### src/design/sfp_pkg.sv
// shared types and constants of the serial flash pin front end
// assumes a single system clock well above the serial clock rate
package sfp_pkg;

  // ==========================================================
  // data widths
  // ==========================================================
  localparam int SFP_BYTE_W = 8; // bits per shifted byte
  localparam int SFP_LANES = 4; // bidirectional data lines
  localparam int SFP_SYNC_W = 6; // cs_n, sclk and four data lines

  // ==========================================================
  // reset values
  // ==========================================================
  localparam logic [2:0] SFP_BIT_CNT_RST = 3'h0; // bit position in byte
  localparam logic [7:0] SFP_BYTE_RST = 8'h00; // shift registers
  localparam logic [3:0] SFP_LANE_RST = 4'h0; // pin outputs and enables
  localparam logic [5:0] SFP_SYNC_RST = 6'h00; // select low: reset never arms

  // ==========================================================
  // sync vector field positions
  // ==========================================================
  localparam int SFP_POS_CS = 5;
  localparam int SFP_POS_SCLK = 4;

  // ==========================================================
  // lane width requested by the instruction decoder
  // ==========================================================
  typedef enum logic [1:0] {
    SFP_LANE_SINGLE = 2'h0, // serial_in in, data_line_1 out
    SFP_LANE_DUAL = 2'h1, // data_line_0 and data_line_1
    SFP_LANE_QUAD = 2'h2 // data_line_0 to data_line_3
  } sfp_lane_t;

  // ==========================================================
  // link state, gray coded along power-up, idle, active, paused
  // ==========================================================
  typedef enum logic [1:0] {
    SFP_ST_POWERUP = 2'h2, // waiting to see chip select high
    SFP_ST_IDLE = 2'h0, // deselected, armed
    SFP_ST_ACTIVE = 2'h1, // selected and shifting
    SFP_ST_PAUSED = 2'h3 // selected, pause in force
  } sfp_state_t;

  // ==========================================================
  // pin carriers
  // ==========================================================
  typedef struct packed {
    logic cs_n; // chip select, active low
    logic sclk; // serial clock from the host
    logic [3:0] io; // data_line_3 .. data_line_0 as seen on the pins
  } sfp_pins_in_t;

  typedef struct packed {
    logic [3:0] io; // driven level of data_line_3 .. data_line_0
    logic [3:0] oe; // high while the line is driven
  } sfp_pins_out_t;

endpackage

### src/design/sfp_pin_front.sv
// pin front end of a serial flash: select, pause, lane shifting
// assumes the serial clock is below a quarter of clk_i and that the
// instruction decoder behind it steers lane width and direction
`timescale 1ns/1ns

module sfp_pin_front #(
  parameter int DATA_W = 8 // byte width seen by the decoder
) (
  input wire logic clk_i,
  input wire logic resetn_i,
  input wire sfp_pkg::sfp_pins_in_t pins_i,
  output sfp_pkg::sfp_pins_out_t pins_o,
  input wire logic quad_enable_i,
  input wire logic quad_instruction_mode_i,
  input wire sfp_pkg::sfp_lane_t lane_mode_i,
  input wire logic tx_en_i,
  input wire logic [DATA_W-1:0] tx_byte_i,
  input wire logic busy_i,
  input wire logic status_protect_i,
  output logic [DATA_W-1:0] rx_byte_o,
  output logic rx_valid_o,
  output logic rx_first_o,
  output logic tx_req_o,
  output logic frame_abort_o,
  output logic selected_o,
  output logic paused_o,
  output logic standby_o,
  output logic status_write_block_o,
  output logic quad_refused_o
);
  import sfp_pkg::*;
  // ==========================================================
  // elaboration check
  // the lane slicing below is written for byte wide transfers
  if (DATA_W != SFP_BYTE_W) begin : g_bad_width
    $error("sfp_pin_front: DATA_W must be 8");
  end
  // ==========================================================
  // pin synchronisers
  logic [SFP_SYNC_W-1:0] sync1_reg; // first stage, read by sync2 only
  logic [SFP_SYNC_W-1:0] sync2_reg; // second stage, safe to use
  logic sclk_prev_reg; // previous synchronised clock level

  // two flops on every pin, then one more for clock edges
  always_ff @(posedge clk_i or negedge resetn_i) begin
    if (!resetn_i) begin
      sync1_reg <= SFP_SYNC_RST;
      sync2_reg <= SFP_SYNC_RST;
      sclk_prev_reg <= SFP_SYNC_RST[SFP_POS_SCLK]; // no false edge
    end else begin
      sync1_reg <= {pins_i.cs_n, pins_i.sclk, pins_i.io};
      sync2_reg <= sync1_reg;
      sclk_prev_reg <= sync2_reg[SFP_POS_SCLK];
    end
  end
  // ==========================================================
  // decoded pin view
  logic cs_n_s; // synchronised chip select
  logic sclk_s; // synchronised serial clock
  logic [3:0] io_s; // synchronised data lines
  logic sclk_rise; // rising serial clock edge seen
  logic sclk_fall; // falling serial clock edge seen
  logic wp_n_s; // write-protect level, low means protect
  logic pause_n_s; // pause level, low means pause
  logic qpi_on; // quad instruction mode in force
  logic quad_req; // decoder asks for four lanes
  logic quad_ok; // four lanes may really be used
  sfp_lane_t lane_eff; // lane width actually used
  logic [3:0] step; // bits moved per clock edge
  logic pause_want; // pause asked and allowed now

  always_comb begin
    cs_n_s = sync2_reg[SFP_POS_CS];
    sclk_s = sync2_reg[SFP_POS_SCLK];
    io_s = sync2_reg[3:0];
    // edges from the sampled clock; either idle level is fine
    sclk_rise = sclk_s & ~sclk_prev_reg;
    sclk_fall = ~sclk_s & sclk_prev_reg;
    // pins 2 and 3 are plain controls only without quad_enable
    wp_n_s = io_s[2] | quad_enable_i;
    pause_n_s = io_s[3] | quad_enable_i;
    // quad instruction mode needs quad_enable
    qpi_on = quad_instruction_mode_i & quad_enable_i;
    quad_req = quad_instruction_mode_i | (lane_mode_i == SFP_LANE_QUAD);
    quad_ok = quad_req & quad_enable_i;
    // refused quad work falls back to the dual lanes if lane_mode_i asks them, else the single line
    if (quad_ok) begin
      lane_eff = SFP_LANE_QUAD;
    end else if (lane_mode_i == SFP_LANE_DUAL) begin
      lane_eff = SFP_LANE_DUAL;
    end else begin
      lane_eff = SFP_LANE_SINGLE;
    end
    case (lane_eff)
      SFP_LANE_DUAL: step = 4'h2;
      SFP_LANE_QUAD: step = 4'h4;
      default: step = 4'h1;
    endcase
    // never pause during quad or quad instruction work
    pause_want = ~pause_n_s & ~quad_ok & ~qpi_on;
  end
  // ==========================================================
  // link state and shift logic
  sfp_state_t state_reg, state_next; // link state
  logic [2:0] bit_cnt_reg, bit_cnt_next; // bits of current byte
  logic [7:0] rx_sh_reg, rx_sh_next; // incoming bits
  logic [7:0] tx_sh_reg, tx_sh_next; // outgoing bits
  logic tx_act_reg, tx_act_next; // device drives the lines
  logic first_reg, first_next; // next byte is the instruction
  logic [7:0] rx_byte_reg, rx_byte_next;
  logic rx_valid_reg, rx_valid_next;
  logic rx_first_reg, rx_first_next;
  logic tx_req_reg, tx_req_next;
  logic abort_reg, abort_next;
  logic [3:0] io_out_reg, io_out_next;
  logic [3:0] oe_reg, oe_next;
  logic [3:0] sum; // bit count after this edge
  logic [7:0] rx_cat; // receive register with new bits
  // next-state and shifting for one system clock
  always_comb begin
    state_next = state_reg;
    bit_cnt_next = bit_cnt_reg;
    rx_sh_next = rx_sh_reg;
    tx_sh_next = tx_sh_reg;
    tx_act_next = tx_act_reg;
    first_next = first_reg;
    rx_byte_next = rx_byte_reg;
    rx_valid_next = 1'b0;
    rx_first_next = rx_first_reg;
    tx_req_next = 1'b0;
    abort_next = 1'b0;
    io_out_next = io_out_reg;
    oe_next = oe_reg;
    sum = {1'b0, bit_cnt_reg} + step;
    // new bits enter at the bottom, msb first on every lane
    case (lane_eff)
      SFP_LANE_DUAL: rx_cat = {rx_sh_reg[5:0], io_s[1:0]};
      SFP_LANE_QUAD: rx_cat = {rx_sh_reg[3:0], io_s};
      default: rx_cat = {rx_sh_reg[6:0], io_s[0]};
    endcase
    case (state_reg)
      SFP_ST_POWERUP: begin
        // no select counts until chip select was seen high
        if (cs_n_s) begin
          state_next = SFP_ST_IDLE;
        end
      end
      SFP_ST_IDLE: begin
        // high-to-low select opens a fresh instruction
        if (!cs_n_s) begin
          state_next = SFP_ST_ACTIVE;
          bit_cnt_next = SFP_BIT_CNT_RST;
          first_next = 1'b1;
          tx_act_next = 1'b0;
        end
      end
      SFP_ST_ACTIVE, SFP_ST_PAUSED: begin
        if (cs_n_s) begin
          // deselect: float all lines, drop partial bits
          state_next = SFP_ST_IDLE;
          abort_next = (bit_cnt_reg != SFP_BIT_CNT_RST);
          bit_cnt_next = SFP_BIT_CNT_RST;
          tx_act_next = 1'b0;
          oe_next = SFP_LANE_RST;
        end else if (state_reg == SFP_ST_PAUSED) begin
          // clock and data ignored; counters hold their place
          oe_next = SFP_LANE_RST;
          if (!pause_want && !sclk_s) begin
            state_next = SFP_ST_ACTIVE;
            // restore the lines that were driven before
            if (tx_act_reg) begin
              case (lane_eff)
                SFP_LANE_QUAD: oe_next = 4'hf;
                SFP_LANE_DUAL: oe_next = 4'h3;
                default: oe_next = 4'h2;
              endcase
            end
          end
        end else begin
          if (sclk_rise) begin
            // sample on the rising edge
            rx_sh_next = rx_cat;
            bit_cnt_next = sum[2:0];
            if (sum[3]) begin
              // byte boundary
              if (!tx_act_reg) begin
                rx_byte_next = rx_cat;
                rx_valid_next = 1'b1;
                rx_first_next = first_reg;
                first_next = 1'b0;
              end
              tx_act_next = tx_en_i;
              if (tx_en_i) begin
                tx_sh_next = tx_byte_i;
                tx_req_next = 1'b1;
              end
            end
          end
          if (sclk_fall && tx_act_reg) begin
            // drive on the falling edge, msb first
            case (lane_eff)
              SFP_LANE_QUAD: begin
                io_out_next = tx_sh_reg[7:4];
                oe_next = 4'hf;
                tx_sh_next = {tx_sh_reg[3:0], 4'h0};
              end
              SFP_LANE_DUAL: begin
                io_out_next = {2'b00, tx_sh_reg[7:6]};
                oe_next = 4'h3;
                tx_sh_next = {tx_sh_reg[5:0], 2'b00};
              end
              default: begin
                io_out_next = {2'b00, tx_sh_reg[7], 1'b0};
                oe_next = 4'h2;
                tx_sh_next = {tx_sh_reg[6:0], 1'b0};
              end
            endcase
          end else if (sclk_fall) begin
            // input phase: release the lines at the turn
            oe_next = SFP_LANE_RST;
          end
          // pause takes hold only with the clock low
          if (pause_want && !sclk_s) begin
            state_next = SFP_ST_PAUSED;
            oe_next = SFP_LANE_RST;
          end
        end
      end
      default: begin
        state_next = SFP_ST_POWERUP;
        oe_next = SFP_LANE_RST;
      end
    endcase
  end

  // registers of the link state
  always_ff @(posedge clk_i or negedge resetn_i) begin
    if (!resetn_i) begin
      state_reg <= SFP_ST_POWERUP;
      bit_cnt_reg <= SFP_BIT_CNT_RST;
      rx_sh_reg <= SFP_BYTE_RST;
      tx_sh_reg <= SFP_BYTE_RST;
      tx_act_reg <= 1'b0;
      first_reg <= 1'b0;
      rx_byte_reg <= SFP_BYTE_RST;
      rx_valid_reg <= 1'b0;
      rx_first_reg <= 1'b0;
      tx_req_reg <= 1'b0;
      abort_reg <= 1'b0;
      io_out_reg <= SFP_LANE_RST;
      oe_reg <= SFP_LANE_RST;
    end else begin
      state_reg <= state_next;
      bit_cnt_reg <= bit_cnt_next;
      rx_sh_reg <= rx_sh_next;
      tx_sh_reg <= tx_sh_next;
      tx_act_reg <= tx_act_next;
      first_reg <= first_next;
      rx_byte_reg <= rx_byte_next;
      rx_valid_reg <= rx_valid_next;
      rx_first_reg <= rx_first_next;
      tx_req_reg <= tx_req_next;
      abort_reg <= abort_next;
      io_out_reg <= io_out_next;
      oe_reg <= oe_next;
    end
  end
  // ==========================================================
  // status flags
  logic sel_reg, sel_next; // selected
  logic pau_reg, pau_next; // pause in force
  logic stby_reg, stby_next; // standby
  logic swb_reg, swb_next; // status write blocked
  logic qref_reg, qref_next; // quad asked without quad_enable
  // select and pause flags change with the state, in the same cycle
  always_comb begin
    sel_next = (state_next == SFP_ST_ACTIVE) |
               (state_next == SFP_ST_PAUSED);
    pau_next = (state_next == SFP_ST_PAUSED);
    // an erase or program run keeps the part awake
    stby_next = ~sel_next & ~busy_i;
    // pin guard; frozen protect bits keep their region covered
    swb_next = status_protect_i & ~wp_n_s;
    qref_next = quad_req & ~quad_enable_i;
  end

  // flag registers
  always_ff @(posedge clk_i or negedge resetn_i) begin
    if (!resetn_i) begin
      sel_reg <= 1'b0;
      pau_reg <= 1'b0;
      stby_reg <= 1'b0;
      swb_reg <= 1'b0;
      qref_reg <= 1'b0;
    end else begin
      sel_reg <= sel_next;
      pau_reg <= pau_next;
      stby_reg <= stby_next;
      swb_reg <= swb_next;
      qref_reg <= qref_next;
    end
  end
  // ==========================================================
  // outputs, all straight from flops
  assign pins_o = '{io: io_out_reg, oe: oe_reg};
  assign rx_byte_o = rx_byte_reg;
  assign rx_valid_o = rx_valid_reg;
  assign rx_first_o = rx_first_reg;
  assign tx_req_o = tx_req_reg;
  assign frame_abort_o = abort_reg;
  assign selected_o = sel_reg;
  assign paused_o = pau_reg;
  assign standby_o = stby_reg;
  assign status_write_block_o = swb_reg;
  assign quad_refused_o = qref_reg;

endmodule

### config.mk
export PLATFORM = sky130hd
export DESIGN_NAME = sfp_pin_front
export DESIGN_NICKNAME = d
export VERILOG_FILES = /design/src/design/sfp_pkg.sv /design/src/design/sfp_pin_front.sv
export SDC_FILE = /design/constraint.sdc
export NUM_CORES = 1
export LEC_CHECK = 0
export ABC_CLOCK_PERIOD_IN_PS = 2270
export BUFFER_PORTS_ARGS = -buffer_cell sky130_fd_sc_hd__buf_2
export CORE_MARGIN = 2
export CORE_UTILIZATION = 50
export CTS_BUF_LIST = sky130_fd_sc_hd__clkbuf_16
export CTS_CLUSTER_DIAMETER = 100
export DETAILED_ROUTE_END_ITERATION = 6
export GPL_TIMING_DRIVEN = 0
export HOLD_SLACK_MARGIN = 0.02
export PLACE_DENSITY = 0.74
export SYNTH_ARGS = -nofsm -noshare
export SYNTH_HDL_FRONTEND = slang
export SYNTH_SLANG_ARGS = --single-unit
### constraint.sdc
create_clock -name clk_i -period 2.27 [get_ports clk_i]
set_input_delay 0.1135 -clock clk_i [delete_from_list [all_inputs] [get_ports clk_i]]
set_output_delay 0.1135 -clock clk_i [all_outputs]
set_load 0.1 [all_outputs]
== After elaboration in Yosys (flattened, before gate mapping) ==
Index checks and enable logic that the tools add are counted.
Storage, ports and cells
  register bits after elaboration: 60
  output and inout port bits: 25
Cells by class
  add/sub/neg operators: 1
  equal/unequal tests: 18
  muxes and demuxes: 57
  bitwise gates (word level): 25
  reduce and logical (&&, ||, !) cells: 21
Operator list (count)
  $mux W8: 4
  $pmux W8 S2: 2
  $mux W4: 7
  $mux W1: 26
  $pmux W4 S2: 2
  $mux W2: 7
  $mux W3: 4
  $ne A2 B2 Y1 const B: 6
  $not A1 Y1: 12
  $pmux W3 S2: 2
  $reduce_and A4 Y1: 3
  $reduce_and A6 Y1: 2
  $eq A2 B2 Y1 const B: 5
  $and A1 B1 Y1: 9
  $ne A3 B3 Y1 const B: 3
  $eq A2 B1 Y1 const B: 4
  $reduce_bool A2 Y1: 4
  $reduce_and A7 Y1: 1
  $pmux W2 S3: 1
  $reduce_and A5 Y1: 1
  $reduce_bool A5 Y1: 1
  $add A3 B4 Y4: 1
  $or A1 B1 Y1: 4
  $pmux W1 S2: 2
  6 further kinds: 9

== Depth between registers and ports, before layout ==
  word-level depth: 16
  gate-level depth with buffers: 10
  mapped depth without buffers: 10

== Least setup slack after synthesis ==
OpenSTA, ideal clock, no wires.
  kind: input port to flip-flop
  start: input port lane_mode_i[1]
  end: register rx_byte_reg[2], in the netlist rx_byte_o[2]
  setup time: 125 ps
  arrival: 2080 ps
  setup slack: 64 ps
  stages: 8
  path buffers: 1
  cells stage by stage: nor2b_1 -> o21ai_2 -> inv_2 -> ha_1 -> a21oi_1 -> a2111oi_4 -> buf_6 -> mux2_2
Between the ends
  longest elaborated chain between the ends: 8
  elaborated cells on any way between the ends: 12
  classes of those cells: add/sub (1); eq/ne (4); mux (4); bitwise (2); reduce/logical (1)
RTL lines
  start: declaration: line sfp_pin_front.sv:15  | input wire sfp_pkg::sfp_lane_t lane_mode_i,
  $eq A2 B2 Y1: line sfp_pin_front.sv:84  | quad_req = quad_instruction_mode_i | (lane_mode_i == SFP_LANE_QUAD);
  $or A1 B1 Y1: line sfp_pin_front.sv:84
  $and A1 B1 Y1: line sfp_pin_front.sv:85  | quad_ok = quad_req & quad_enable_i;
  $mux W2 (*): line sfp_pin_front.sv:87  | if (quad_ok) begin
  $eq A2 B2 Y1 / $eq A2 B1 Y1 (equally long branches): line sfp_pin_front.sv:94, sfp_pin_front.sv:136
  $pmux W3 S2: line sfp_pin_front.sv:94  | case (lane_eff)
  $add A3 B4 Y4: line sfp_pin_front.sv:134  | sum = {1'b0, bit_cnt_reg} + step;
  $reduce_and A6 Y1 (no source line)
  end signal: assignment: line sfp_pin_front.sv:259  | rx_byte_reg <= rx_byte_next;
  end: declaration: line sfp_pin_front.sv:110  | logic [7:0] rx_byte_reg, rx_byte_next;
Mark *: on every way between the ends. The rest lies on a longest branch, timed or not.
A chain may end at the register's enable or synchronous reset.

== Final worst setup path ==
Same ends and word-level chain as after synthesis.

==> qor.yml <==
final_cell_mix: "dfrtp_1, buf_2, mux2_2"
num_rows: 26
hold_end: "tx_sh_reg[0]"
fillCellCount: 380
dr.pass1.iters: 6
synth_simple_gate_area_frac: 0.110
status: "finished, final reports clean"
area_delta_synth_final_pct: 30.4
finalCritPeriodShare: 0.966
worstMarginPinSlew_ns: 0.720
synth-seq-cells: 59
synth-compound-area-share: 0.166
holdPathStages: 3
clk-insertion-delay-late_ns: 0.32
initial_utilization: 0.518
cts-htree-levels: 3
switching_share: 0.245
final_common_cell: "dfrtp_1"
seq_power_share: 0.385
grt_max_degree: 60
drive_gt1_frac: 0.349
setup_viol: 0
yosysWarnings: 0
r2r_end: "rx_byte_o[2]"
report.final.slew_viol_count: 0
core_area_um2: 5110
dieArea_um2: 5890
ir_drop_mv: 0.548
grt.total_usage: 0.201
wl_per_cell_um: 15.4
antenna_found_initial: 0
crit_type: "in -> reg"
maxSlewHeadroom: 0.520
cts_root_buffer: "clkbuf_16"
synth-main-ff-cell: "dfrtp_1"
synth_top_area_frac: 0.549
routabilityCongestion: 0.814
hp-start: "tx_byte_i[0]"
clk_path_buf_depth: 2
ys_top_cells_by_area: "dfrtp_1, mux2_2, o31ai_1, a22o_1, nor2_1"
overflow: 0
num_antenna_cells: 0
finalCoreUtilization: 0.675
ys_async_sr_fraction: 1.00
p_leak_nw: 1.68
cts_tree: "yes"
synthXorXnorAreaFrac: 0.00331
syn_avg_cell_area_um2: 12.0
ant_nets: 0
crit_fanout: 10
hold_violations: 0
whs_ns: 0.0461
grt_pass1_wl_mm: 9.21
pwr-share-clk: 0.481
cp.required_ns: 2.47
clkTransAtPathRegs_ns: 0.05
via_count: 1988
first_global_vias: 1951
hpwl_mm: 3.69
drt_wl_total_mm: 5.68
drc: 0
synthMuxAreaShare: 0.109
syn-num-nets: 248
clock_sinks: 59
synth_fa_ha_area_frac: 0.0218
cp-end-kind: "flop"
fp.dieH_um: 76.7
ys_seq_area_frac: 0.559
drtIter0Drc: 143
hold_path_class: "in -> reg"
start_kind: "primary input"
netlist.top_cell.by_area: "dfrtp_1"
p_per_area_nw_per_um2: 908
ioPinCount: 48
timing.rr.start: "bit_cnt_reg[2]"
finClkSkew_ns: 0.00330
netlist_area_um2: 2650
cap_violations: 0
p_int_mw: 2.36
synth_edf_count: 0
crit_arrival_ns: 2.40
port_buffers: 47
synth_cell_types: 46
r2r_cells: 5
p_switching_mw: 0.765
power_frac_comb: 0.134
fin_nets: 320
synthesis.instances: 221
synth_top_family_by_area: "compound AO/OA/AOI/OAI gates"
viasPerCell: 5.40
die_w_um: 76.7
period_minus_slack_ns: 2.19
rrSetupSlack_ns: 0.16
fmax_mhz: 456
cts-buffers-inserted: 9
-- power by group through the flow --
stage,Combinational (mW),Sequential [mW],Clock [mW]
3_5_place_dp,0.395,1.22,0
3_3_place_gp,0.385,1.21,0
2_1_floorplan,0.200,1.30,0
6_report,0.418,1.20,1.51
5_1_grt,0.452,1.21,1.59
4_1_cts,0.410,1.20,1.53
-- per-stage QoR --
step,TNS [ns],instances,worst slack (ns),power [mW],area [um2]
6_report,0,368,0.0767,3.13,3450
5_1_grt,-0.260,368,-0.0547,3.26,3450
4_1_cts,0,361,0.0265,3.14,3380
3_5_place_dp,-6.21,338,-0.460,1.61,2970
3_3_place_gp,-5.73,338,-0.417,1.60,2970
2_1_floorplan,0,221,0.0642,1.50,2650
-- how the worst max path moves through the flow --
stage          cells after the start  slack, ns           end           start
3_3_place_gp                       9      -0.42  rx_byte_o[5]  lane_mode_i[1]
2_1_floorplan                      8       0.06  rx_byte_o[2]  lane_mode_i[1]
4_1_cts                           10       0.03  tx_sh_reg[1]  lane_mode_i[1]
5_1_grt                            9      -0.05  rx_byte_o[4]  lane_mode_i[1]
6_report                           9       0.08  rx_byte_o[2]  lane_mode_i[1]
3_5_place_dp                      10      -0.46  tx_sh_reg[1]  lane_mode_i[1]
-- synth_stat cells (2+ instances only) --
cell / instances
nor3_1: 2
ha_1: 3
buf_2: 3
and3b_1: 2
a22o_1: 8
a21o_1: 3
inv_2: 3
a22oi_1: 4
a21oi_1: 5
nor2_1: 17
a221oi_1: 5
dfrtp_1: 58
nand2_1: 11
o31ai_1: 11
nor2b_1: 5
mux2_2: 23
clkbuf_1: 4
o21ai_0: 8
nor3b_1: 3
inv_1: 6
nand3_1: 7
mux2i_1: 3
nand2b_1: 4
-- critical path, cell delays in order --
cell	delay, ns
buf_2	0.12
nor2b_1	0.17
o21ai_4	0.27
inv_2	0.15
ha_1	0.40
nand3_1	0.17
a2111oi_4	0.46
buf_6	0.21
mux2_2	0.34
-- layer usage --
| metal | routed length [um] | up-vias | part of all wire | GRT usage |
|---|---|---|---|---|
| met5 | 0 | - | 0 | 0 |
| met4 | 108 | 0 | 0.019 | 0.105 |
| met3 | 261 | 10 | 0.046 | 0.0459 |
| met2 | 2770 | 59 | 0.49 | 0.313 |
| met1 | 2540 | 952 | 0.45 | 0.263 |
| li1 | - | 967 | - | - |
-- kinds of logic (layout without fill, tap and decap cells) --
logic type,count (synthesis),after routing
adders and majority gates,4,4
buffers and inverters,18,95
AOI/OAI and AO/OA,56,56
xor gates and xnor gates,1,1
DFF,59,59
and+or+nand+nor,57,57
muxes,26,26
-- cell type report --
| cell class | instances | area (um2) | area share |
|---|---|---|---|
| clock buffer | 9 | 225 | 0.0653 |
| multi-input combinational | 144 | 1100 | 0.320 |
| tap | 70 | 87.6 | 0.0254 |
| clock inverter | 7 | 106 | 0.0308 |
| inverter | 9 | 36.3 | 0.0105 |
| buffer | 9 | 48.8 | 0.0142 |
| timing repair buffer | 61 | 363 | 0.105 |
| sequential | 59 | 1480 | 0.429 |
-- what timing repair did --
action,in CTS,in global routing
pin swaps,0,2
hold buffers,7,1
endpoints found under the setup margin,12,12
resized for setup,2,2
endpoints found under the hold margin,7,58
buffers inserted,0,6
(Power assumes the default switching activity.)
